File: config.mk
export PLATFORM = sky130hd
export DESIGN_NAME = dcls_top
export DESIGN_NICKNAME = d
export VERILOG_FILES = /design/src/dcls_pkg.sv /design/src/dcls_top.sv
export SDC_FILE = /design/constraint.sdc
export NUM_CORES = 2
export LEC_CHECK = 0
export BUFFER_PORTS_ARGS = -buffer_cell sky130_fd_sc_hd__buf_4
export CORE_ASPECT_RATIO = 0.9
export CORE_MARGIN = 10
export CORE_UTILIZATION = 50
export CTS_CLUSTER_DIAMETER = 60
export DETAILED_ROUTE_END_ITERATION = 10
export PLACE_DENSITY = 0.69
export REMOVE_ABC_BUFFERS = 1
export SLEW_MARGIN = 5
export SYNTH_ARGS = -nofsm -noshare
export SYNTH_HDL_FRONTEND = slang
export SYNTH_HIERARCHICAL = 1
export SYNTH_SLANG_ARGS = --single-unit
export TNS_END_PERCENT = 30
File: constraint.sdc
create_clock -name REF_CLK -period 23.9 [get_ports REF_CLK]
set_input_delay 7.17 -clock REF_CLK [delete_from_list [all_inputs] [get_ports REF_CLK]]
set_output_delay 7.17 -clock REF_CLK [all_outputs]
set_load 0.02 [all_outputs]
File: src/dcls_pkg.sv
`default_nettype none
package dcls_pkg;
    // ------------------------------------------------------------
    // Clock and timing
    // ------------------------------------------------------------
    localparam int CLK_HZ = 25_000_000; // REF_CLK rate
    localparam int MS_PER_S = 1000; // Millisecond scale
    localparam int CYC_PER_MS = CLK_HZ / MS_PER_S; // Cycles in one millisecond
    localparam int OV_PERSIST_MS = 400; // Overvoltage persistence
    localparam int UV_PERSIST_MS = 3000; // Undervoltage persistence, 3 s
    localparam int MINP_PERSIST_MS = 3000; // Low power persistence, 3 s
    localparam int OC_PERSIST_MS = 500; // Overcurrent persistence, 0.5 s
    localparam int MEAS_MAX_AGE_MS = 200; // Freshness of reported samples
    localparam int TMR_W = 12; // Millisecond timer width
    localparam logic [2:0] OC_NUM = 3'h6; // 120 percent as 6/5
    localparam logic [2:0] OC_DEN = 3'h5;
    localparam logic [2:0] UV_NUM = 3'h4; // 80 percent as 4/5
    localparam logic [2:0] UV_DEN = 3'h5;
    // ------------------------------------------------------------
    // Register byte offsets
    // ------------------------------------------------------------
    localparam logic [7:0] OFS_CTRL = 8'h00;
    localparam logic [7:0] OFS_VEH_I_REQ = 8'h04;
    localparam logic [7:0] OFS_VEH_V_REQ = 8'h08;
    localparam logic [7:0] OFS_VEH_P_REQ = 8'h0C;
    localparam logic [7:0] OFS_VEH_I_MAX = 8'h10;
    localparam logic [7:0] OFS_VEH_V_MAX = 8'h14;
    localparam logic [7:0] OFS_VEH_P_MAX = 8'h18;
    localparam logic [7:0] OFS_STA_I_MIN = 8'h1C;
    localparam logic [7:0] OFS_STA_I_MAX = 8'h20;
    localparam logic [7:0] OFS_STA_V_MIN = 8'h24;
    localparam logic [7:0] OFS_STA_V_MAX = 8'h28;
    localparam logic [7:0] OFS_STA_P_MIN = 8'h2C;
    localparam logic [7:0] OFS_STA_P_MAX = 8'h30;
    localparam logic [7:0] OFS_STATUS = 8'h34;
    localparam logic [7:0] OFS_MASK = 8'h38;
    localparam logic [7:0] OFS_TARGET = 8'h3C;
    localparam logic [7:0] OFS_MSG_CMD = 8'h40;
    localparam logic [7:0] OFS_MSG_V = 8'h44;
    localparam logic [7:0] OFS_MSG_I = 8'h48;
    localparam logic [7:0] OFS_MSG_IMAX = 8'h4C;
    localparam logic [7:0] OFS_MSG_PMAX = 8'h50;
    localparam logic [7:0] OFS_MSG_FLAGS = 8'h54;
    localparam logic [7:0] OFS_PLIMIT = 8'h58;
    // ------------------------------------------------------------
    // Field positions and reset values
    // ------------------------------------------------------------
    localparam int CTRL_RUN = 0; // Energy transfer enabled
    localparam int ST_OV = 0; // Overvoltage error stop
    localparam int ST_UV = 1; // Undervoltage error stop
    localparam int ST_OC = 2; // Emergency stop
    localparam int ST_ZC = 3; // Zero current mode entered
    localparam int ST_MSG = 4; // Message snapshot ready
    localparam int ST_W = 5;
    localparam logic [31:0] RST_ZERO = 32'h0000_0000;
endpackage : dcls_pkg
`default_nettype wire

File: src/dcls_top.sv
// Summary of operation
// - Report power limit drop in next message
// - Request below station minimum: zero current
// - Clamp current to smaller maximum current
// - Overvoltage over 400 ms: error stop
// - Low voltage over 3 s: error stop
// - Clamp voltage target to station maximum
// - Above requested voltage: keep smaller voltage
// - Power request below minimum: zero current
// - Low V times I over 3 s
// - Cap power at smaller maximum power
// - Send samples within 200 ms or remeasure
// - Overcurrent or undervoltage 0.5 s: emergency
// - Zero current mode drives target zero
// - Unable to deliver: advertise zero current
//
// Design decisions made here: the APB interface to the registers and the address map.
`timescale 1ns/1ps
`default_nettype none

// ----------------------------------------------------------------
// Persistence timer
// ----------------------------------------------------------------
module dcls_persist #(
    parameter int LIMIT_MS = 400
) (
    input wire logic clk,
    input wire logic rst_n,
    input wire logic tick,
    input wire logic cond,
    output logic expired
);
    import dcls_pkg::*;
    logic [TMR_W-1:0] cnt_reg; // Milliseconds the condition has held
    initial begin
        if (LIMIT_MS < 1 || LIMIT_MS >= (1 << TMR_W) - 1) begin
            $error("dcls_persist: LIMIT_MS out of range");
        end
    end
    // Count whole ticks, saturating one past the limit
    always_ff @(posedge clk or negedge rst_n) begin
        if (!rst_n) begin
            cnt_reg <= '0;
        end else if (!cond) begin
            cnt_reg <= '0;
        end else if (tick && cnt_reg <= TMR_W'(LIMIT_MS)) begin
            cnt_reg <= cnt_reg + 1'b1;
        end
    end
    // More than the limit has elapsed
    assign expired = cond && (cnt_reg > TMR_W'(LIMIT_MS));
endmodule : dcls_persist

// ----------------------------------------------------------------
// Charge limit supervisor top
// ----------------------------------------------------------------
module dcls_top import dcls_pkg::*; #(
    parameter int CYC_MS = CYC_PER_MS
) (
    input wire logic REF_CLK,
    input wire logic ARST_N,
    input wire logic PSEL,
    input wire logic PENABLE,
    input wire logic PWRITE,
    input wire logic [7:0] PADDR,
    input wire logic [31:0] PWDATA,
    output logic [31:0] PRDATA,
    output logic PREADY,
    output logic PSLVERR,
    input wire logic [15:0] MEAS_V,
    input wire logic [15:0] MEAS_I,
    input wire logic MEAS_VALID,
    output logic [15:0] I_TARGET,
    output logic [15:0] V_TARGET,
    output logic [31:0] P_LIMIT,
    output logic ZERO_CURRENT,
    output logic ERROR_STOP,
    output logic EMERG_STOP,
    output logic REMEASURE_REQ,
    output logic IRQ
);
    initial begin
        if (CYC_MS < 2) begin
            $error("dcls_top: CYC_MS must be at least 2");
        end
    end

    // ------------------------------------------------------------
    // Reset release and input synchronisers
    // ------------------------------------------------------------
    logic [1:0] rst_sync_reg; // Release stages
    logic rst_n; // Synchronous copy used everywhere
    always_ff @(posedge REF_CLK or negedge ARST_N) begin
        if (!ARST_N) begin
            rst_sync_reg <= 2'h0;
        end else begin
            rst_sync_reg <= {rst_sync_reg[0], 1'b1};
        end
    end
    assign rst_n = rst_sync_reg[1];

    // Data taken only on the valid edge
    logic [32:0] meas_s1_reg; // First stage, read only by second
    logic [32:0] meas_s2_reg; // Second stage
    logic valid_d_reg; // Edge detect of synced valid
    always_ff @(posedge REF_CLK or negedge rst_n) begin
        if (!rst_n) begin
            meas_s1_reg <= '0;
            meas_s2_reg <= '0;
            valid_d_reg <= 1'b0;
        end else begin
            meas_s1_reg <= {MEAS_VALID, MEAS_V, MEAS_I};
            meas_s2_reg <= meas_s1_reg;
            valid_d_reg <= meas_s2_reg[32];
        end
    end
    logic meas_new;
    assign meas_new = meas_s2_reg[32] && !valid_d_reg;

    // ------------------------------------------------------------
    // Millisecond tick
    // ------------------------------------------------------------
    logic [15:0] div_reg; // Cycle divider
    logic tick_reg; // One pulse per millisecond
    always_ff @(posedge REF_CLK or negedge rst_n) begin
        if (!rst_n) begin
            div_reg <= '0;
            tick_reg <= 1'b0;
        end else begin
            tick_reg <= (div_reg == 16'(CYC_MS - 1));
            div_reg <= (div_reg == 16'(CYC_MS - 1)) ? 16'h0000 : div_reg + 16'h0001;
        end
    end

    // ------------------------------------------------------------
    // APB slave
    // ------------------------------------------------------------
    logic [31:0] regs_reg [1:12]; // Request and limit words, 0x04..0x30
    logic run_reg; // Energy transfer enabled
    logic [ST_W-1:0] sts_reg; // Sticky events
    logic [ST_W-1:0] mask_reg; // Interrupt enables
    logic pready_reg;
    logic [31:0] prdata_reg;
    logic pslverr_reg;
    logic acc; // Access completes this edge
    logic wr;
    logic mapped;
    logic [31:0] rd_mux;
    assign acc = PSEL && PENABLE && pready_reg;
    assign wr = acc && PWRITE && mapped;

    // Views of the written words
    logic [15:0] i_req, v_req, vehicle_max_current, vehicle_max_battery_voltage, i_min, i_max, v_min, v_max;
    logic [31:0] p_req, vehicle_max_power, p_min, p_max;
    assign i_req = regs_reg[1][15:0];
    assign v_req = regs_reg[2][15:0];
    assign p_req = regs_reg[3];
    assign vehicle_max_current = regs_reg[4][15:0];
    assign vehicle_max_battery_voltage = regs_reg[5][15:0];
    assign vehicle_max_power = regs_reg[6];
    assign i_min = regs_reg[7][15:0];
    assign i_max = regs_reg[8][15:0];
    assign v_min = regs_reg[9][15:0];
    assign v_max = regs_reg[10][15:0];
    assign p_min = regs_reg[11];
    assign p_max = regs_reg[12];

    // One wait state: PREADY rises in the second access cycle
    always_ff @(posedge REF_CLK or negedge rst_n) begin
        if (!rst_n) begin
            pready_reg <= 1'b0;
            prdata_reg <= RST_ZERO;
            pslverr_reg <= 1'b0;
        end else begin
            pready_reg <= PSEL && PENABLE && !pready_reg;
            prdata_reg <= (PSEL && PENABLE && !pready_reg && !PWRITE) ? rd_mux : RST_ZERO;
            pslverr_reg <= PSEL && PENABLE && !pready_reg && !mapped;
        end
    end

    // Request and limit words
    always_ff @(posedge REF_CLK or negedge rst_n) begin
        if (!rst_n) begin
            for (int k = 1; k <= 12; k++) begin
                regs_reg[k] <= RST_ZERO;
            end
        end else if (wr && PADDR >= OFS_VEH_I_REQ && PADDR <= OFS_STA_P_MAX) begin
            regs_reg[PADDR[5:2]] <= PWDATA;
        end
    end

    // Run bit and mask; a stop drops run
    always_ff @(posedge REF_CLK or negedge rst_n) begin
        if (!rst_n) begin
            run_reg <= 1'b0;
            mask_reg <= '0;
        end else begin
            if (ERROR_STOP || EMERG_STOP) begin
                run_reg <= 1'b0;
            end else if (wr && PADDR == OFS_CTRL) begin
                run_reg <= PWDATA[CTRL_RUN];
            end
            if (wr && PADDR == OFS_MASK) begin
                mask_reg <= PWDATA[ST_W-1:0];
            end
        end
    end

    // ------------------------------------------------------------
    // Measurements and target computation
    // ------------------------------------------------------------
    logic [15:0] meas_v_reg, meas_i_reg; // Latest samples
    logic [TMR_W-1:0] age_reg; // Sample age in ms
    always_ff @(posedge REF_CLK or negedge rst_n) begin
        if (!rst_n) begin
            meas_v_reg <= '0;
            meas_i_reg <= '0;
            age_reg <= '1;
        end else if (meas_new) begin
            meas_v_reg <= meas_s2_reg[31:16];
            meas_i_reg <= meas_s2_reg[15:0];
            age_reg <= '0;
        end else if (tick_reg && age_reg != '1) begin
            age_reg <= age_reg + 1'b1;
        end
    end

    logic [15:0] i_lim, v_lim, v_low;
    logic [31:0] p_vi, p_cap, p_ask;
    logic minp_exp, ov_exp, uv_exp, oc_exp, oc_cond, uv_cond;
    logic zc_station, zc_now;
    assign i_lim = (vehicle_max_current < i_max) ? vehicle_max_current : i_max;
    assign v_lim = (v_req < v_max) ? v_req : v_max;
    assign v_low = (meas_v_reg < v_req) ? meas_v_reg : v_req;
    assign p_vi = meas_v_reg * i_req;
    assign p_cap = (vehicle_max_power < p_max) ? vehicle_max_power : p_max;
    assign p_ask = (p_vi < p_req) ? p_vi : p_req;
    // Station unable to deliver
    assign zc_station = (i_max == 16'h0000) || (p_max == RST_ZERO);
    assign zc_now = (i_req == 16'h0000) || zc_station
        || (i_req < i_min)
        || (p_req < p_min)
        || minp_exp;

    // Registered targets; capped power request goes out as the limit
    always_ff @(posedge REF_CLK or negedge rst_n) begin
        if (!rst_n) begin
            I_TARGET <= '0;
            V_TARGET <= '0;
            P_LIMIT <= RST_ZERO;
            ZERO_CURRENT <= 1'b1;
        end else begin
            ZERO_CURRENT <= zc_now || !run_reg;
            if (zc_now || !run_reg) begin
                I_TARGET <= 16'h0000;
            end else begin
                I_TARGET <= (i_req > i_lim) ? i_lim : i_req;
            end
            V_TARGET <= run_reg ? v_lim : 16'h0000;
            P_LIMIT <= (p_ask > p_cap) ? p_cap : p_ask;
        end
    end

    // ------------------------------------------------------------
    // Protection timers
    // ------------------------------------------------------------
    // Products widened so the scaled comparisons cannot wrap
    logic [18:0] oc_lhs, oc_rhs, uv_lhs, uv_rhs;
    assign oc_lhs = meas_i_reg * OC_DEN;
    assign oc_rhs = i_max * OC_NUM;
    assign uv_lhs = meas_v_reg * UV_DEN;
    assign uv_rhs = v_min * UV_NUM;
    assign oc_cond = oc_lhs > oc_rhs;
    assign uv_cond = run_reg && (uv_lhs < uv_rhs);

    dcls_persist #(.LIMIT_MS(OV_PERSIST_MS)) u_ov (
        .clk(REF_CLK), .rst_n(rst_n), .tick(tick_reg),
        .cond(run_reg && meas_v_reg >= v_max), .expired(ov_exp)
    );
    dcls_persist #(.LIMIT_MS(UV_PERSIST_MS)) u_uv (
        .clk(REF_CLK), .rst_n(rst_n), .tick(tick_reg),
        .cond(run_reg && v_low < v_min), .expired(uv_exp)
    );
    dcls_persist #(.LIMIT_MS(MINP_PERSIST_MS)) u_minp (
        .clk(REF_CLK), .rst_n(rst_n), .tick(tick_reg),
        .cond(run_reg && p_vi < p_min), .expired(minp_exp)
    );
    dcls_persist #(.LIMIT_MS(OC_PERSIST_MS)) u_oc (
        .clk(REF_CLK), .rst_n(rst_n), .tick(tick_reg),
        .cond(oc_cond || uv_cond), .expired(oc_exp)
    );

    // Stops latch until software restarts the session
    always_ff @(posedge REF_CLK or negedge rst_n) begin
        if (!rst_n) begin
            ERROR_STOP <= 1'b0;
            EMERG_STOP <= 1'b0;
        end else begin
            if (ov_exp || uv_exp) begin
                ERROR_STOP <= 1'b1;
            end else if (wr && PADDR == OFS_CTRL && PWDATA[CTRL_RUN]) begin
                ERROR_STOP <= 1'b0;
            end
            if (oc_exp) begin
                EMERG_STOP <= 1'b1;
            end else if (wr && PADDR == OFS_CTRL && PWDATA[CTRL_RUN]) begin
                EMERG_STOP <= 1'b0;
            end
        end
    end

    // ------------------------------------------------------------
    // Outgoing message snapshot
    // ------------------------------------------------------------
    logic send_pend_reg; // Waiting for a fresh sample
    logic lim_chg_reg; // Limit changed since last message
    logic zc_station_d_reg;
    logic snap; // Snapshot taken this cycle
    logic [15:0] msg_v_reg, msg_i_reg, msg_imax_reg;
    logic [31:0] msg_pmax_reg;
    logic msg_chg_reg;
    logic send_req;
    logic stale;
    assign send_req = wr && PADDR == OFS_MSG_CMD && PWDATA[0];
    assign stale = age_reg >= TMR_W'(MEAS_MAX_AGE_MS);
    assign snap = (send_req || send_pend_reg) && !stale;
    logic lim_write;
    assign lim_write = wr && ((PADDR == OFS_STA_I_MAX && PWDATA[15:0] != i_max)
        || (PADDR == OFS_STA_P_MAX && PWDATA != p_max));

    // Stale samples held back; ask for a new one
    always_ff @(posedge REF_CLK or negedge rst_n) begin
        if (!rst_n) begin
            send_pend_reg <= 1'b0;
            REMEASURE_REQ <= 1'b0;
        end else begin
            send_pend_reg <= (send_req || send_pend_reg) && stale;
            REMEASURE_REQ <= (send_req || send_pend_reg) && stale;
        end
    end

    // Change flag: a new change in the snapshot cycle wins
    always_ff @(posedge REF_CLK or negedge rst_n) begin
        if (!rst_n) begin
            lim_chg_reg <= 1'b0;
            zc_station_d_reg <= 1'b0;
        end else begin
            zc_station_d_reg <= zc_station;
            if (lim_write || zc_station != zc_station_d_reg) begin
                lim_chg_reg <= 1'b1;
            end else if (snap) begin
                lim_chg_reg <= 1'b0;
            end
        end
    end

    // Snapshot the message words
    always_ff @(posedge REF_CLK or negedge rst_n) begin
        if (!rst_n) begin
            msg_v_reg <= '0;
            msg_i_reg <= '0;
            msg_imax_reg <= '0;
            msg_pmax_reg <= RST_ZERO;
            msg_chg_reg <= 1'b0;
        end else if (snap) begin
            msg_v_reg <= meas_v_reg;
            msg_i_reg <= meas_i_reg;
            msg_imax_reg <= zc_station ? 16'h0000 : i_max;
            msg_pmax_reg <= p_max;
            msg_chg_reg <= lim_chg_reg || lim_write;
        end
    end

    // ------------------------------------------------------------
    // Status, interrupt and read mux
    // ------------------------------------------------------------
    logic [ST_W-1:0] ev;
    logic zc_d_reg;
    assign ev = {snap, ZERO_CURRENT && !zc_d_reg, oc_exp, uv_exp, ov_exp};
    // Set wins over a write-one clear in the same cycle
    always_ff @(posedge REF_CLK or negedge rst_n) begin
        if (!rst_n) begin
            sts_reg <= '0;
            zc_d_reg <= 1'b1;
            IRQ <= 1'b0;
        end else begin
            zc_d_reg <= ZERO_CURRENT;
            if (wr && PADDR == OFS_STATUS) begin
                sts_reg <= (sts_reg & ~PWDATA[ST_W-1:0]) | ev;
            end else begin
                sts_reg <= sts_reg | ev;
            end
            IRQ <= |((sts_reg | ev) & mask_reg & ~((wr && PADDR == OFS_STATUS) ?
                PWDATA[ST_W-1:0] & ~ev : '0));
        end
    end

    // Readback; unmapped offsets give zero and an error
    always_comb begin
        mapped = 1'b1;
        rd_mux = RST_ZERO;
        case (PADDR)
            OFS_CTRL: rd_mux = {31'h0, run_reg};
            OFS_STATUS: rd_mux = {27'h0, sts_reg};
            OFS_MASK: rd_mux = {27'h0, mask_reg};
            OFS_TARGET: rd_mux = {V_TARGET, I_TARGET};
            OFS_MSG_CMD: rd_mux = {31'h0, send_pend_reg};
            OFS_MSG_V: rd_mux = {16'h0, msg_v_reg};
            OFS_MSG_I: rd_mux = {16'h0, msg_i_reg};
            OFS_MSG_IMAX: rd_mux = {16'h0, msg_imax_reg};
            OFS_MSG_PMAX: rd_mux = msg_pmax_reg;
            OFS_MSG_FLAGS: rd_mux = {31'h0, msg_chg_reg};
            OFS_PLIMIT: rd_mux = P_LIMIT;
            default: begin
                if (PADDR >= OFS_VEH_I_REQ && PADDR <= OFS_STA_P_MAX && PADDR[1:0] == 2'h0) begin
                    rd_mux = regs_reg[PADDR[5:2]];
                end else begin
                    mapped = 1'b0;
                end
            end
        endcase
    end

    assign PREADY = pready_reg;
    assign PRDATA = prdata_reg;
    assign PSLVERR = pslverr_reg;
endmodule : dcls_top
`default_nettype wire

==> results.md <==
* Antenna Nets Post-Route at 0
* # port buffers at 180
* Peak VDD IR at between 0.05 and 0.06 mV
* Asr flop ratio synth at 100.0%
* Layout cell share with drive strength beyond 1 at 19.01%
* First-pass GRT wire length at approximately 270 mm
* CP delay by family, top: adder cells
* CP max FO at 45
* Clock skew at slightly below 0.05 ns
* Gr usage total at around 30%
* FMAX at 77.63 MHz
* Detailed-route via count at 40,802
* WL per Instance at 27.53 um
* Syn Inst Count at 4,952
* Setup CP Type: register to register
* Switching power at 1.028 mW
* Min-delay worst type: register to register
* DRC violations left at 0
* Hold Crit Start: meas_s1_reg[20]
* Vias in the first global route at 40,449
* Total Wirelength at 178.6 mm
* Vias/cell at 6.290
* Htree depth at 3
* Largest net degree at the start of global routing at 140
* R2R Setup Slk at roughly 11 ns
* Outcome: completed
* Fin crit period at 12.88 ns
* Die area at 117,600 um2
* WP data arrival at ~13 ns
* Delay of the slowest cell on the worst path at 1.06 ns
* Post-Place Setup Slack at 11.33 ns
* Fin Hold WS at between 0.3 and 0.4 ns
* Sw frac at 29.65%
* Layout Nets at 5,809
* Synth Cell Area at 52,120 um2
* Final hold violations at 0
* Area contributors post-synth: dfrtp_1 (36%), ha_1 (12%), mux2_2 (7.8%)
* Cts hold-fix bufs at 0
* Sequential area share after synthesis at 36.52%
* Setup TNS at 0 ns
* Filler cell count at 8,910
* Iter 0 DRT Violations at 4,320
* Inserted Clock Buffers at 90
* Syn avg cell area at 10.53 um2
* # IOs at about 180
* Pwr Density at 59.78 nW/um2
* Yosys Warn Count at 6
* Max Buffers Root-to-Sink at 3
* Part of the power in registers at roughly two fifths
* Post-cts sizing count at 0
* Crit-path most repeated cell: fa_1
* Reg2reg end: P_LIMIT[31]
* Max FFs per register at 208
* Area Overhead vs Synth at 11.30%
* Worst-Skew Late Latency at about 0.71 ns
* Clock power frac at 43.6%
* WHS Endpoint: meas_s2_reg[20]
* Cell count of the worst reg-to-reg path at 36
* Initial antenna violation count at 12
* Die width at 360.3 um
* Final worst slack at 11.02 ns
* Synth cell types at 105
* Clk sink count at 760
* Buf/Inv on CP at 6
* Seq cells post-synth at 760
* Measured slew at the worst slew-check pin at 1.206 ns
* Initial core utilization at between 50% and 60%
* Endpoints failing setup at 0
* Post-synth EDFFs at 0
* Post-synth top area share at 35.81%
* Dpl hpwl at approximately 130 mm
* Grt total ovfl at 0
* Hold Path Cell Cnt at 0
* CTS tree: yes
* Worst setup SP type: register
* Crit-path slowest cell: dfrtp_1
* RR Startpoint: meas_v_reg[10]
* CP Capture Type: register
* Post-CTS setup buffer count at 0
* Overall Power at 3.468 mW
* Top_reg_cell synth: dfrtp_1
* Slew headroom at 18.86%
* Max Cap Violations at 0
* Die Y-Extent at about 330 um
* P_leak at 28.30 nW
* Max Slew Vio Count at 0
* Core area at 103,600 um2
* Routability cong. at 0.9802
* CTS Root Cell: clkbuf_16
* Logic pwr share at 16.9%
* Worst path required time at 24.47 ns
* Internal at 2.440 mW
* Clock transition at the registers of the reported paths at 0.06 ns
* Tcrit/Tclk final at about 54%
* Area leader, netlist: dfrtp_1
* RSZ-0062 raised after global routing: false
* Row count at around 110
* Router iterations before antenna repair at 8
## cells in the mapped netlist (all sizes together) (28+ instances only)
cell and instances:
nand2 471, a21o 63, nand4 69, nor2b 40
mux2 416, mux2i 66, o21a 35, a22o 38
nor3 43, nor4 36, o21ai 226, a21oi 211
xnor2 103, nand2b 39, xor2 28, a31oi 36
nand3 64, and2 127, dfrtp 746, buf 82
inv 469, nor2 193, clkbuf 183, a221oi 43
mux4 64, fa 197, a211oi 40, ha 491
## worst max-delay path by stage
stage | slack (ns) | cells after the start | end | startpoint
floorplan | 1.17 | 0 | EMERG_STOP | rst_sync_reg[1]
finish | 11.02 | 36 | P_LIMIT[31] | meas_v_reg[10]
global placement | 11.71 | 36 | P_LIMIT[31] | meas_v_reg[10]
detailed placement | 11.33 | 36 | P_LIMIT[30] | meas_v_reg[10]
CTS | 11.31 | 36 | P_LIMIT[30] | meas_v_reg[10]
global route | 10.47 | 36 | P_LIMIT[29] | meas_v_reg[10]
## power by group through the flow
stage / clock network [mW] / logic [mW] / registers, mW
floorplan: 0 / 0.316 / 1.41
global placement: 0 / 0.559 / 1.39
detailed placement: 0 / 0.572 / 1.39
CTS: 1.53 / 0.577 / 1.37
global route: 1.58 / 0.645 / 1.37
finish: 1.51 / 0.585 / 1.37
## cell type report
class / instances / area (um2) / area share [%]
multi-input cells: 3456 / 30250 / 52.14
clock inverters: 53 / 709.4 / 1.223
well taps: 1368 / 1712 / 2.950
repair buffers: 264 / 1998 / 3.444
diodes: 1 / 2.502 / 0.004313
inverters: 471 / 1768 / 3.047
clock buffers: 114 / 2536 / 4.372
flip-flops and latches: 760 / 19040 / 32.82
## cells by family (layout without fill, tap and decap cells)
kind of cell	Yosys count	count (layout)	share of synthesized area, %
flip-flops	760	760	36.52
buffers and inverters	736	902	5.706
multiplexers	546	546	13.28
AND/OR/NAND/NOR	1178	1178	11.16
XOR/XNOR	131	131	2.201
adder cells (fa/ha/maj)	688	688	19.35
other	1	2	0.007194
AO/OA/AOI/OAI	912	912	11.77
## per-layer routing
metal | wire length [um] | vias to the layer above | GRT usage [%]
met5 | 124 | - | 0
met4 | 9534 | 20 | 13.69
met2 | 75910 | 2205 | 44.23
met3 | 18870 | 484 | 7.710
li1 | - | 17601 | -
met1 | 74180 | 20492 | 41.05
## metrics by stage
stage | cells | util [%] | instance area (um2)
floorplan | 4687 | - | 50920
global placement | 6319 | 52.88 | 54770
detailed placement | 6319 | 52.88 | 54770
CTS | 6486 | 56.02 | 58010
global route | 6486 | 56.02 | 58010
finish | 6487 | 56.02 | 58010
## placed cells by master, fill, tap and decap left out, drive strengths merged, types with 35 or more instances in the layout
master and n:
a211oi 40, a21o 63, a21oi 211, a221oi 43, a22o 38, a31oi 36
and2 127, buf 264, clkbuf 114, dfrtp 746, fa 197, ha 491
inv 482, mux2 416, mux2i 66, mux4 64, nand2 471, nand2b 39
nand3 64, nand4 69, nor2 193, nor2b 40, nor3 43, nor4 36
o21a 35, o21ai 226, xnor2 103
Note: power is estimated with default switching activity, not from simulation.
